File: src/logic/pcrb_pkg.sv
package pcrb_pkg;
  // ----------------------------------------
  // register offsets (byte addresses)
  // ----------------------------------------
  localparam logic [11:0] OFF_LINK_STATUS_CONTROL_2 = 12'h098;
  localparam logic [11:0] OFF_SUBSYSTEM_CAPABILITY_HEADER = 12'h0A4;
  localparam logic [11:0] OFF_BOARD_VENDOR_AND_BOARD_ID = 12'h0A8;
  localparam logic [11:0] OFF_SERIAL_NUMBER_CAP_HEADER = 12'h100;
  localparam logic [11:0] OFF_SERIAL_NUMBER_LOW = 12'h104;
  localparam logic [11:0] OFF_SERIAL_NUMBER_HIGH = 12'h108;
  localparam logic [11:0] OFF_POWER_BUDGET_CAP_HEADER = 12'h138;
  localparam logic [11:0] OFF_POWER_BUDGET_INDEX = 12'h13C;
  localparam logic [11:0] OFF_POWER_BUDGET_ENTRY = 12'h140;
  localparam logic [11:0] OFF_POWER_BUDGET_CAPABILITY = 12'h144;

  // ----------------------------------------
  // link control/status 2 field positions
  // ----------------------------------------
  localparam int LC2_ENTER_COMPLIANCE = 4;
  localparam int LC2_HW_AUTO_SPEED_DIS = 5;
  localparam int LC2_SEL_DEEMPH = 6;
  localparam int LC2_TX_MARGIN_LO = 7;
  localparam int LC2_TX_MARGIN_HI = 9;
  localparam int LC2_ENTER_MOD_COMPLIANCE = 10;
  localparam int LC2_COMPLIANCE_SKIP = 11;
  localparam int LC2_COMPLIANCE_DEEMPH = 12;
  localparam int LC2_CUR_DEEMPH = 16;

  // ----------------------------------------
  // capability headers
  // ----------------------------------------
  localparam logic [7:0] SUBSYS_CAP_ID = 8'h0D;
  localparam logic [7:0] SUBSYS_NEXT_PTR = 8'h00;
  localparam logic [11:0] EXT_CAP_FIRST = 12'h100;
  localparam logic [15:0] SERIAL_CAP_ID = 16'h0003;
  localparam logic [3:0] SERIAL_CAP_VER = 4'h1;
  localparam logic [11:0] SERIAL_NEXT = 12'hFB4;
  localparam logic [15:0] PWR_CAP_ID = 16'h0004;
  localparam logic [3:0] PWR_CAP_VER = 4'h1;
  localparam logic [11:0] PWR_NEXT = 12'h148;

  // ----------------------------------------
  // power budget entry layout
  // ----------------------------------------
  localparam int PB_ENTRIES = 8;
  localparam int PB_IDX_W = 3;
  localparam int PB_W = 21;
  localparam int PB_BASE_HI = 7;
  localparam int PB_SCALE_HI = 9;
  localparam int PB_SUBSTATE_HI = 12;
  localparam int PB_STATE_HI = 14;
  localparam int PB_TYPE_HI = 17;
  localparam int PB_RAIL_HI = 20;
  localparam logic [7:0] PB_INDEX_RESET = 8'h00;
  localparam logic PB_SYSTEM_ALLOCATED_RESET = 1'b1;

  // ----------------------------------------
  // reset values of identity fields (arbitrary neutral values)
  // ----------------------------------------
  localparam logic [15:0] BOARD_VENDOR_ID_RESET = 16'h0001;
  localparam logic [15:0] BOARD_ID_RESET = 16'h0001;
  localparam logic [63:0] SERIAL_NUMBER_RESET = 64'h0000_0000_0000_0001;
endpackage : pcrb_pkg

File: src/logic/pcrb_power_budget_store.sv
`timescale 1ns/1ps
module pcrb_power_budget_store (
  input wire logic clk_i,
  input wire logic rst_n_i,
  input wire logic [7:0] index_i,
  input wire logic load_i,
  input wire logic [pcrb_pkg::PB_W-1:0] load_data_i,
  output logic [31:0] entry_o
);
  import pcrb_pkg::*;

  logic [PB_W-1:0] entry [PB_ENTRIES];
  logic in_range;

  // indices 8 and up select nothing
  assign in_range = (index_i[7:PB_IDX_W] == '0);

  // ----------------------------------------
  // eight independent entries
  // ----------------------------------------
  for (genvar g = 0; g < PB_ENTRIES; g++) begin : g_entry
    always_ff @(posedge clk_i or negedge rst_n_i) begin
      if (!rst_n_i) begin
        entry[g] <= '0;
      end else if (load_i && in_range && (index_i[PB_IDX_W-1:0] == PB_IDX_W'(g))) begin
        entry[g] <= load_data_i;
      end
    end
  end

  // base/scale/substate/state/type/rail packed in bits 20:0, upper bits zero
  assign entry_o = in_range ? {11'h000, entry[index_i[PB_IDX_W-1:0]]} : 32'h0000_0000;
endmodule : pcrb_power_budget_store

File: src/logic/pcrb_port_capability_register_bank.sv
`timescale 1ns/1ps
// How it works
// - downstream 5 GT/s: select bit picks de-emphasis
// - autonomous speed disable bit reserved, never blocks
// - skip bit inserts skip sets in compliance
// - compliance de-emphasis only after enter-compliance entry
// - modified compliance only upstream function 0
// - bit 16 reports de-emphasis in use
// - subsystem header: id 0Dh, next 00h
// - extended chain starts at 100h
// - board ids read-only, loadable by init
// - serial header: 0003h, version 1, next FB4h
// - one shared 64-bit serial number register
// - low 24 company, upper 40 extension
// - upstream power header 0004h/1/148h, downstream zero
// - 8-bit index, reset 00h, selects entry
// - eight independent entries, loaded by init path
// - base power 7:0, scale 9:8
// - sub-state 12:10, state 14:13
// - condition type in bits 17:15
// - supply rail in bits 20:18
// - upstream system allocated bit resets to 1
module pcrb_port_capability_register_bank (
  input wire logic clk_i,
  input wire logic rst_n_i,
  input wire logic is_upstream_i,
  input wire logic is_function0_i,
  input wire logic link_speed_5g_i,
  input wire logic polling_compliance_i,
  input wire logic cfg_wr_i,
  input wire logic cfg_rd_i,
  input wire logic [11:0] cfg_addr_i,
  input wire logic [31:0] cfg_wdata_i,
  input wire logic init_wr_i,
  input wire logic [11:0] init_addr_i,
  input wire logic [31:0] init_wdata_i,
  output logic [31:0] cfg_rdata_o,
  output logic cfg_rvalid_o,
  output logic deemph_3p5db_o,
  output logic enter_compliance_o,
  output logic enter_mod_compliance_o,
  output logic compliance_skip_insert_o,
  output logic [2:0] tx_margin_o,
  output logic [63:0] serial_number_o
);
  import pcrb_pkg::*;

  // ----------------------------------------
  // pin synchroniser for the link speed
  // ----------------------------------------
  // pin is free-running against clk_i; only speed_5g feeds logic
  logic speed_meta;
  logic speed_5g;

  always_ff @(posedge clk_i or negedge rst_n_i) begin
    if (!rst_n_i) begin
      speed_meta <= 1'b0;
      speed_5g <= 1'b0;
    end else begin
      speed_meta <= link_speed_5g_i;
      speed_5g <= speed_meta;
    end
  end

  // ----------------------------------------
  // write decode
  // ----------------------------------------
  logic any_wr;
  logic [11:0] wr_addr;
  logic [31:0] wr_data;

  // init path (eeprom / i2c / smbus) also reaches fields that are read-only to software
  assign any_wr = cfg_wr_i | init_wr_i;
  assign wr_addr = init_wr_i ? init_addr_i : cfg_addr_i;
  assign wr_data = init_wr_i ? init_wdata_i : cfg_wdata_i;

  // ----------------------------------------
  // per-register write strobes
  // ----------------------------------------
  // decoded once so each register block reads ready-made strobes; the serial number block reads two
  logic lc2_wr;
  logic lc2_init_wr;
  logic index_wr;
  logic board_init_wr;
  logic serial_lo_init_wr;
  logic serial_hi_init_wr;
  logic pwr_cap_init_wr;

  assign lc2_wr = any_wr && wr_addr == OFF_LINK_STATUS_CONTROL_2;
  assign lc2_init_wr = init_wr_i && init_addr_i == OFF_LINK_STATUS_CONTROL_2;
  assign index_wr = any_wr && wr_addr == OFF_POWER_BUDGET_INDEX && is_upstream_i;
  assign board_init_wr = init_wr_i && init_addr_i == OFF_BOARD_VENDOR_AND_BOARD_ID;
  assign serial_lo_init_wr = init_wr_i && init_addr_i == OFF_SERIAL_NUMBER_LOW;
  assign serial_hi_init_wr = init_wr_i && init_addr_i == OFF_SERIAL_NUMBER_HIGH;
  assign pwr_cap_init_wr = init_wr_i && init_addr_i == OFF_POWER_BUDGET_CAPABILITY;

  // ----------------------------------------
  // link control 2 upper fields
  // ----------------------------------------
  logic enter_compliance;
  logic sel_deemph;
  logic [2:0] tx_margin;
  logic enter_mod_compliance;
  logic compliance_skip;
  logic compliance_deemph;

  always_ff @(posedge clk_i or negedge rst_n_i) begin
    if (!rst_n_i) begin
      enter_compliance <= 1'b0;
      tx_margin <= 3'h0;
      enter_mod_compliance <= 1'b0;
      compliance_skip <= 1'b0;
      compliance_deemph <= 1'b0;
    end else if (lc2_wr) begin
      // bit 5 is not stored at all
      enter_compliance <= wr_data[LC2_ENTER_COMPLIANCE];
      if (is_upstream_i) begin
        tx_margin <= wr_data[LC2_TX_MARGIN_HI:LC2_TX_MARGIN_LO];
        enter_mod_compliance <= wr_data[LC2_ENTER_MOD_COMPLIANCE] & is_function0_i;
        compliance_skip <= wr_data[LC2_COMPLIANCE_SKIP];
        compliance_deemph <= wr_data[LC2_COMPLIANCE_DEEMPH];
      end
    end
  end

  // select bit is loaded only by the init path on downstream ports
  always_ff @(posedge clk_i or negedge rst_n_i) begin
    if (!rst_n_i) begin
      sel_deemph <= 1'b0;
    end else if (lc2_init_wr && !is_upstream_i) begin
      sel_deemph <= init_wdata_i[LC2_SEL_DEEMPH];
    end
  end

  // ----------------------------------------
  // compliance entry cause
  // ----------------------------------------
  logic in_compliance_d;
  logic entered_by_bit4;

  always_ff @(posedge clk_i or negedge rst_n_i) begin
    if (!rst_n_i) begin
      in_compliance_d <= 1'b0;
    end else begin
      in_compliance_d <= polling_compliance_i;
    end
  end

  // cause is frozen at entry; later writes to bit 4 do not change it
  always_ff @(posedge clk_i or negedge rst_n_i) begin
    if (!rst_n_i) begin
      entered_by_bit4 <= 1'b0;
    end else if (polling_compliance_i && !in_compliance_d) begin
      entered_by_bit4 <= enter_compliance;
    end else if (!polling_compliance_i) begin
      entered_by_bit4 <= 1'b0;
    end
  end

  // ----------------------------------------
  // de-emphasis in use
  // ----------------------------------------
  logic deemph_3p5;

  // compliance override first, then line rate, then port role
  always_comb begin
    if (is_upstream_i && polling_compliance_i && entered_by_bit4) begin
      deemph_3p5 = compliance_deemph;
    end else if (!speed_5g) begin
      deemph_3p5 = 1'b1;
    end else if (!is_upstream_i) begin
      deemph_3p5 = sel_deemph;
    end else begin
      deemph_3p5 = 1'b0;
    end
  end

  // data output from a flop, one cycle behind the cause
  always_ff @(posedge clk_i or negedge rst_n_i) begin
    if (!rst_n_i) begin
      deemph_3p5db_o <= 1'b1;
    end else begin
      deemph_3p5db_o <= deemph_3p5;
    end
  end

  assign enter_compliance_o = enter_compliance;
  assign enter_mod_compliance_o = enter_mod_compliance & is_upstream_i & is_function0_i;
  assign compliance_skip_insert_o = compliance_skip & is_upstream_i;
  assign tx_margin_o = tx_margin;

  // ----------------------------------------
  // board ids and serial number
  // ----------------------------------------
  logic [15:0] board_vendor_id;
  logic [15:0] board_id;
  logic [63:0] serial_number;

  // software writes never reach these; only the init path does
  always_ff @(posedge clk_i or negedge rst_n_i) begin
    if (!rst_n_i) begin
      board_vendor_id <= BOARD_VENDOR_ID_RESET;
      board_id <= BOARD_ID_RESET;
    end else if (board_init_wr) begin
      board_vendor_id <= init_wdata_i[15:0];
      board_id <= init_wdata_i[31:16];
    end
  end

  always_ff @(posedge clk_i or negedge rst_n_i) begin
    if (!rst_n_i) begin
      serial_number <= SERIAL_NUMBER_RESET;
    end else if (serial_lo_init_wr) begin
      serial_number[31:0] <= init_wdata_i;
    end else if (serial_hi_init_wr) begin
      serial_number[63:32] <= init_wdata_i;
    end
  end

  // other ports read this same copy rather than keeping their own
  assign serial_number_o = serial_number;

  // ----------------------------------------
  // power budget
  // ----------------------------------------
  logic [7:0] pb_index;
  logic pb_system_allocated;
  logic [31:0] pb_entry;
  logic pb_load;

  always_ff @(posedge clk_i or negedge rst_n_i) begin
    if (!rst_n_i) begin
      pb_index <= PB_INDEX_RESET;
    end else if (index_wr) begin
      pb_index <= wr_data[7:0];
    end
  end

  always_ff @(posedge clk_i or negedge rst_n_i) begin
    if (!rst_n_i) begin
      pb_system_allocated <= PB_SYSTEM_ALLOCATED_RESET;
    end else if (pwr_cap_init_wr) begin
      pb_system_allocated <= init_wdata_i[0];
    end
  end

  // entry value lands at whatever index was written before it
  assign pb_load = init_wr_i && init_addr_i == OFF_POWER_BUDGET_ENTRY && is_upstream_i;

  pcrb_power_budget_store u_store (
    .clk_i(clk_i),
    .rst_n_i(rst_n_i),
    .index_i(pb_index),
    .load_i(pb_load),
    .load_data_i(init_wdata_i[PB_W-1:0]),
    .entry_o(pb_entry)
  );

  // ----------------------------------------
  // link control/status 2 read image
  // ----------------------------------------
  logic [31:0] lc2_image;

  // reserved positions, bit 5 among them, stay zero
  always_comb begin
    lc2_image = 32'h0000_0000;
    lc2_image[LC2_ENTER_COMPLIANCE] = enter_compliance;
    lc2_image[LC2_HW_AUTO_SPEED_DIS] = 1'b0;
    lc2_image[LC2_SEL_DEEMPH] = sel_deemph & ~is_upstream_i;
    lc2_image[LC2_TX_MARGIN_HI:LC2_TX_MARGIN_LO] = tx_margin;
    lc2_image[LC2_ENTER_MOD_COMPLIANCE] = enter_mod_compliance;
    lc2_image[LC2_COMPLIANCE_SKIP] = compliance_skip;
    lc2_image[LC2_COMPLIANCE_DEEMPH] = compliance_deemph;
    lc2_image[LC2_CUR_DEEMPH] = deemph_3p5db_o;
  end

  // ----------------------------------------
  // read mux
  // ----------------------------------------
  logic [31:0] next_rdata;

  always_comb begin
    next_rdata = 32'h0000_0000;
    case (cfg_addr_i)
      OFF_LINK_STATUS_CONTROL_2: begin
        next_rdata = lc2_image;
      end
      OFF_SUBSYSTEM_CAPABILITY_HEADER: begin
        next_rdata = {16'h0000, SUBSYS_NEXT_PTR, SUBSYS_CAP_ID};
      end
      OFF_BOARD_VENDOR_AND_BOARD_ID: begin
        next_rdata = {board_id, board_vendor_id};
      end
      EXT_CAP_FIRST: begin
        next_rdata = {SERIAL_NEXT, SERIAL_CAP_VER, SERIAL_CAP_ID};
      end
      OFF_SERIAL_NUMBER_LOW: begin
        next_rdata = serial_number[31:0];
      end
      OFF_SERIAL_NUMBER_HIGH: begin
        next_rdata = serial_number[63:32];
      end
      OFF_POWER_BUDGET_CAP_HEADER: begin
        if (is_upstream_i) begin
          next_rdata = {PWR_NEXT, PWR_CAP_VER, PWR_CAP_ID};
        end
      end
      OFF_POWER_BUDGET_INDEX: begin
        if (is_upstream_i) begin
          next_rdata = {24'h000000, pb_index};
        end
      end
      OFF_POWER_BUDGET_ENTRY: begin
        if (is_upstream_i) begin
          next_rdata = pb_entry;
        end
      end
      OFF_POWER_BUDGET_CAPABILITY: begin
        if (is_upstream_i) begin
          next_rdata = {31'h0000_0000, pb_system_allocated};
        end
      end
      default: begin
        next_rdata = 32'h0000_0000;
      end
    endcase
  end

  always_ff @(posedge clk_i or negedge rst_n_i) begin
    if (!rst_n_i) begin
      cfg_rvalid_o <= 1'b0;
    end else begin
      cfg_rvalid_o <= cfg_rd_i;
    end
  end

  // data holds between reads so a late sampler still sees the last answer
  always_ff @(posedge clk_i or negedge rst_n_i) begin
    if (!rst_n_i) begin
      cfg_rdata_o <= 32'h0000_0000;
    end else if (cfg_rd_i) begin
      cfg_rdata_o <= next_rdata;
    end
  end
endmodule : pcrb_port_capability_register_bank

File: config.mk
export PLATFORM = sky130hd
export DESIGN_NAME = pcrb_port_capability_register_bank
export DESIGN_NICKNAME = d
export VERILOG_FILES = /design/src/logic/pcrb_pkg.sv /design/src/logic/pcrb_power_budget_store.sv /design/src/logic/pcrb_port_capability_register_bank.sv
export SDC_FILE = /design/constraint.sdc
export NUM_CORES = 1
export LEC_CHECK = 0
export BUFFER_PORTS_ARGS = -buffer_cell sky130_fd_sc_hd__buf_2
export CAP_MARGIN = 20
export CORE_ASPECT_RATIO = 0.8
export CORE_MARGIN = 2
export CORE_UTILIZATION = 58
export DETAILED_ROUTE_END_ITERATION = 16
export GPL_TIMING_DRIVEN = 0
export PLACE_DENSITY = 0.84
export SYNTH_ARGS = -nofsm -noshare
export SYNTH_HDL_FRONTEND = slang
export SYNTH_HIERARCHICAL = 1
export SYNTH_SLANG_ARGS = --single-unit
File: constraint.sdc
create_clock -name clk_i -period 2.8 [get_ports clk_i]
set_input_delay 0.56 -clock clk_i [delete_from_list [all_inputs] [get_ports clk_i]]
set_output_delay 0.56 -clock clk_i [all_outputs]
set_load 0.03 [all_outputs]
==> qor.yml <==
status: "complete, no violations"
die_h_um: 149
grt_max_degree: 124
grt_pass1_wl_um: 65300
io_pins: 201
via_count: 11200
fp.dieW_um: 185
cp_max_fo: 10
insertion_delay_ns: 0.56
power_leakage_nw: 8.86
track_usage: 0.308
fin_crit_ns: 2.73
hp-class: "in2reg"
skew_ns: 0.0164
hold_ws_ns: 0.106
p_comb_frac: 0.044
layout_setup_ws_ns: 0.0720
pre_cts_slack_ns: -0.584
ant_nets: 0
synthFlopType: "dfrtp_1"
final_net_count: 1473
setup-tns-final_ns: 0
synth_area_um2: 15300
cts-buffers-inserted: 31
std_cell_rows: 53
final_area_um2: 17900
fillerInstances: 1855
synth_edf_count: 0
sw_frac_of_total: 0.221
clock_sinks: 319
wl_um: 42400
slew_headroom: 0.333
r2r_setup_slack_ns: 0.10
grt_overflow: 0
antenna-diode-count: 0
startpoint: "is_upstream_i"
irDropWorstVdd_mv: 0.496
whs_path_depth: 1
mostFrequentLayoutCells: "dfrtp_1 (313), mux2_2 (223), buf_2 (211), mux2_1 (72), mux2i_1 (49)"
syn_to_final_growth_pct: 17.3
async_reset_ff_frac: 1.00
final_common_cell: "dfrtp_1"
tritoncts: "built"
ys_ff_latch: 319
drv_slew: 0
drv_cap: 0
rsz0062_at_grt: "true"
r2r_end: "cfg_rdata_o[20]"
yosys_warnings: 6
timing.rr.start: "pb_index[3]"
syn_area_per_cell_um2: 13.3
p_clk_frac: 0.466
drive_above_1_share: 0.423
wl_per_cell_um: 24.1
fmax_mhz: 367
viasPerCell: 6.39
hold_end: "speed_meta"
initial_core_util: 0.585
min-delay-start: "link_speed_5g_i"
required_ns: 3.23
synth_cells: 1150
clock_path_buffers: 3
setup_viol: 0
design.die.area_um2: 27600
synth_cell_types: 67
dp_hpwl_um: 29500
antenna_found_initial: 0
cp.arrival_ns: 3.16
p_switching_w: 0.00208
criticalPathCategory: "in2reg"
clkTransAtPathRegs_ns: 0.06
fp.coreArea_um2: 26100
place.gp.congestion: 0.930
seq_area_frac_synth: 0.524
crit_path_end_kind: "flip-flop"
dr.pass1.iters: 5
ff2ff_path_depth: 8
grt_pass1_vias: 11300
finalCritPeriodShare: 0.974
io_buffers: 179
cts-root-buf: "clkbuf_16"
internal_power_w: 0.00736
pwr-share-seq: 0.491
drc_errors: 0
start_kind: "input port"
htree_levels: 1
timing_hold_violations_final: 0
tightest_slew_ns: 0.991
drt-initial-drc-count: 998
dpl-instance-area_um2: 16700
power_density_nw_per_um2: 528
flip-flops by register name, summed over array words and instances, names as in the netlist:
signal / count
compliance_skip: 1
speed_meta: 1
pb_index: 8
in_compliance_d: 1
entered_by_bit4: 1
pb_system_allocated: 1
tx_margin_o: 3
board_vendor_id: 16
enter_mod_compliance: 1
serial_number_o: 64
enter_compliance_o: 1
cfg_rdata_o: 32
board_id: 16
deemph_3p5db_o: 1
sel_deemph: 1
cfg_rvalid_o: 1
u_store/entry: 168
speed_5g: 1
compliance_deemph: 1
critical path, stage by stage:
cell	delay (ns)
buf_2	0.10
clkbuf_1	0.45
nand3_1	0.22
nor4_4	0.32
or3b_4	0.47
or4b_4	0.53
buf_6	0.19
mux2_4	0.31
metal layers:
metal	vias up	share of wire	global-route usage	wire length [um]
met5	-	0	0	0
li1	4752	-	-	-
met1	5805	0.43	0.449	18200
met2	559	0.46	0.489	19500
met3	104	0.084	0.0513	3570
met4	0	0.025	0.0663	1060
worst max path at each step:
stage	end	cells after the start
after floorplan	u_store/entry[126]	7
after global placement	u_store/entry[143]	1
after detailed placement	u_store/entry[98]	8
after CTS	cfg_rdata_o[4]	9
after global routing	u_store/entry[36]	8
final	u_store/entry[142]	8
synthesized netlist by cell type (5+ instances only):
cell type | count | area, um^2
dfrtp_1 | 314 | 7860
mux2_2 | 223 | 2510
mux2_1 | 72 | 811
mux2i_1 | 49 | 490
inv_1 | 43 | 161
buf_2 | 36 | 180
o22ai_1 | 35 | 219
clkbuf_1 | 31 | 116
a221oi_1 | 23 | 201
nand2_1 | 23 | 86.3
a22o_1 | 22 | 193
mux2_4 | 20 | 300
nor3_1 | 20 | 100
o22ai_2 | 20 | 250
a21oi_1 | 14 | 70.1
a22oi_1 | 12 | 90.1
buf_4 | 11 | 82.6
a211oi_1 | 10 | 75.1
buf_6 | 10 | 113
nand2b_1 | 10 | 62.6
nand3_1 | 10 | 50.1
nor2b_1 | 10 | 62.6
a21boi_0 | 9 | 67.6
a222oi_1 | 9 | 90.1
nor2_1 | 7 | 26.3
nor4bb_1 | 6 | 60.1
o21ai_1 | 6 | 30.0
o2bb2ai_1 | 6 | 52.6
a2111oi_0 | 5 | 43.8
a32oi_1 | 5 | 43.8
and3_1 | 5 | 31.3
dfstp_2 | 5 | 131
nor4_1 | 5 | 31.3
nor4b_2 | 5 | 75.1
cell families after synthesis:
kind of cell,count (synthesis),share of synthesized area
other,1,0.000246
AOI/OAI and AO/OA,194,0.105
DFF,319,0.524
and+or+nand+nor,137,0.0577
muxes,364,0.270
buffers and inverters,135,0.0438
through the flow:
stage,instances,power [W],util
final,1757,0.00944,0.686
after global routing,1757,0.00970,0.686
after CTS,1757,0.00946,0.685
after detailed placement,1699,0.00512,0.642
after global placement,1696,0.00509,0.639
after floorplan,1160,0.00484,-
power groups by stage:
stage	logic, W	registers, W	clock network (W)
3_3_place_gp	0.000378	0.00472	0
5_1_grt	0.000447	0.00463	0.00462
2_1_floorplan	0.000110	0.00473	0
6_report	0.000414	0.00463	0.00439
3_5_place_dp	0.000403	0.00471	0
4_1_cts	0.000409	0.00463	0.00442
timing repair:
item                                    4_1_cts  5_1_grt
endpoints found under the setup margin       17       36
resized for setup                            10       27
setup buffers                                 0        0
hold buffers                                  1        0
hold endpoints to repair                     48        0
cell type report:
type / count / area [um^2] / share of cell area
Multi-Input combinational cell: 706 / 6680 / 0.374
Clock buffer: 48 / 920 / 0.0514
Clock inverter: 9 / 151 / 0.00846
Sequential cell: 319 / 7990 / 0.447
Timing Repair Buffer: 183 / 998 / 0.0558
Buffer: 92 / 539 / 0.0301
Tap cell: 357 / 447 / 0.0250
Inverter: 43 / 161 / 0.00902
Power figures use the tool's default switching activity.
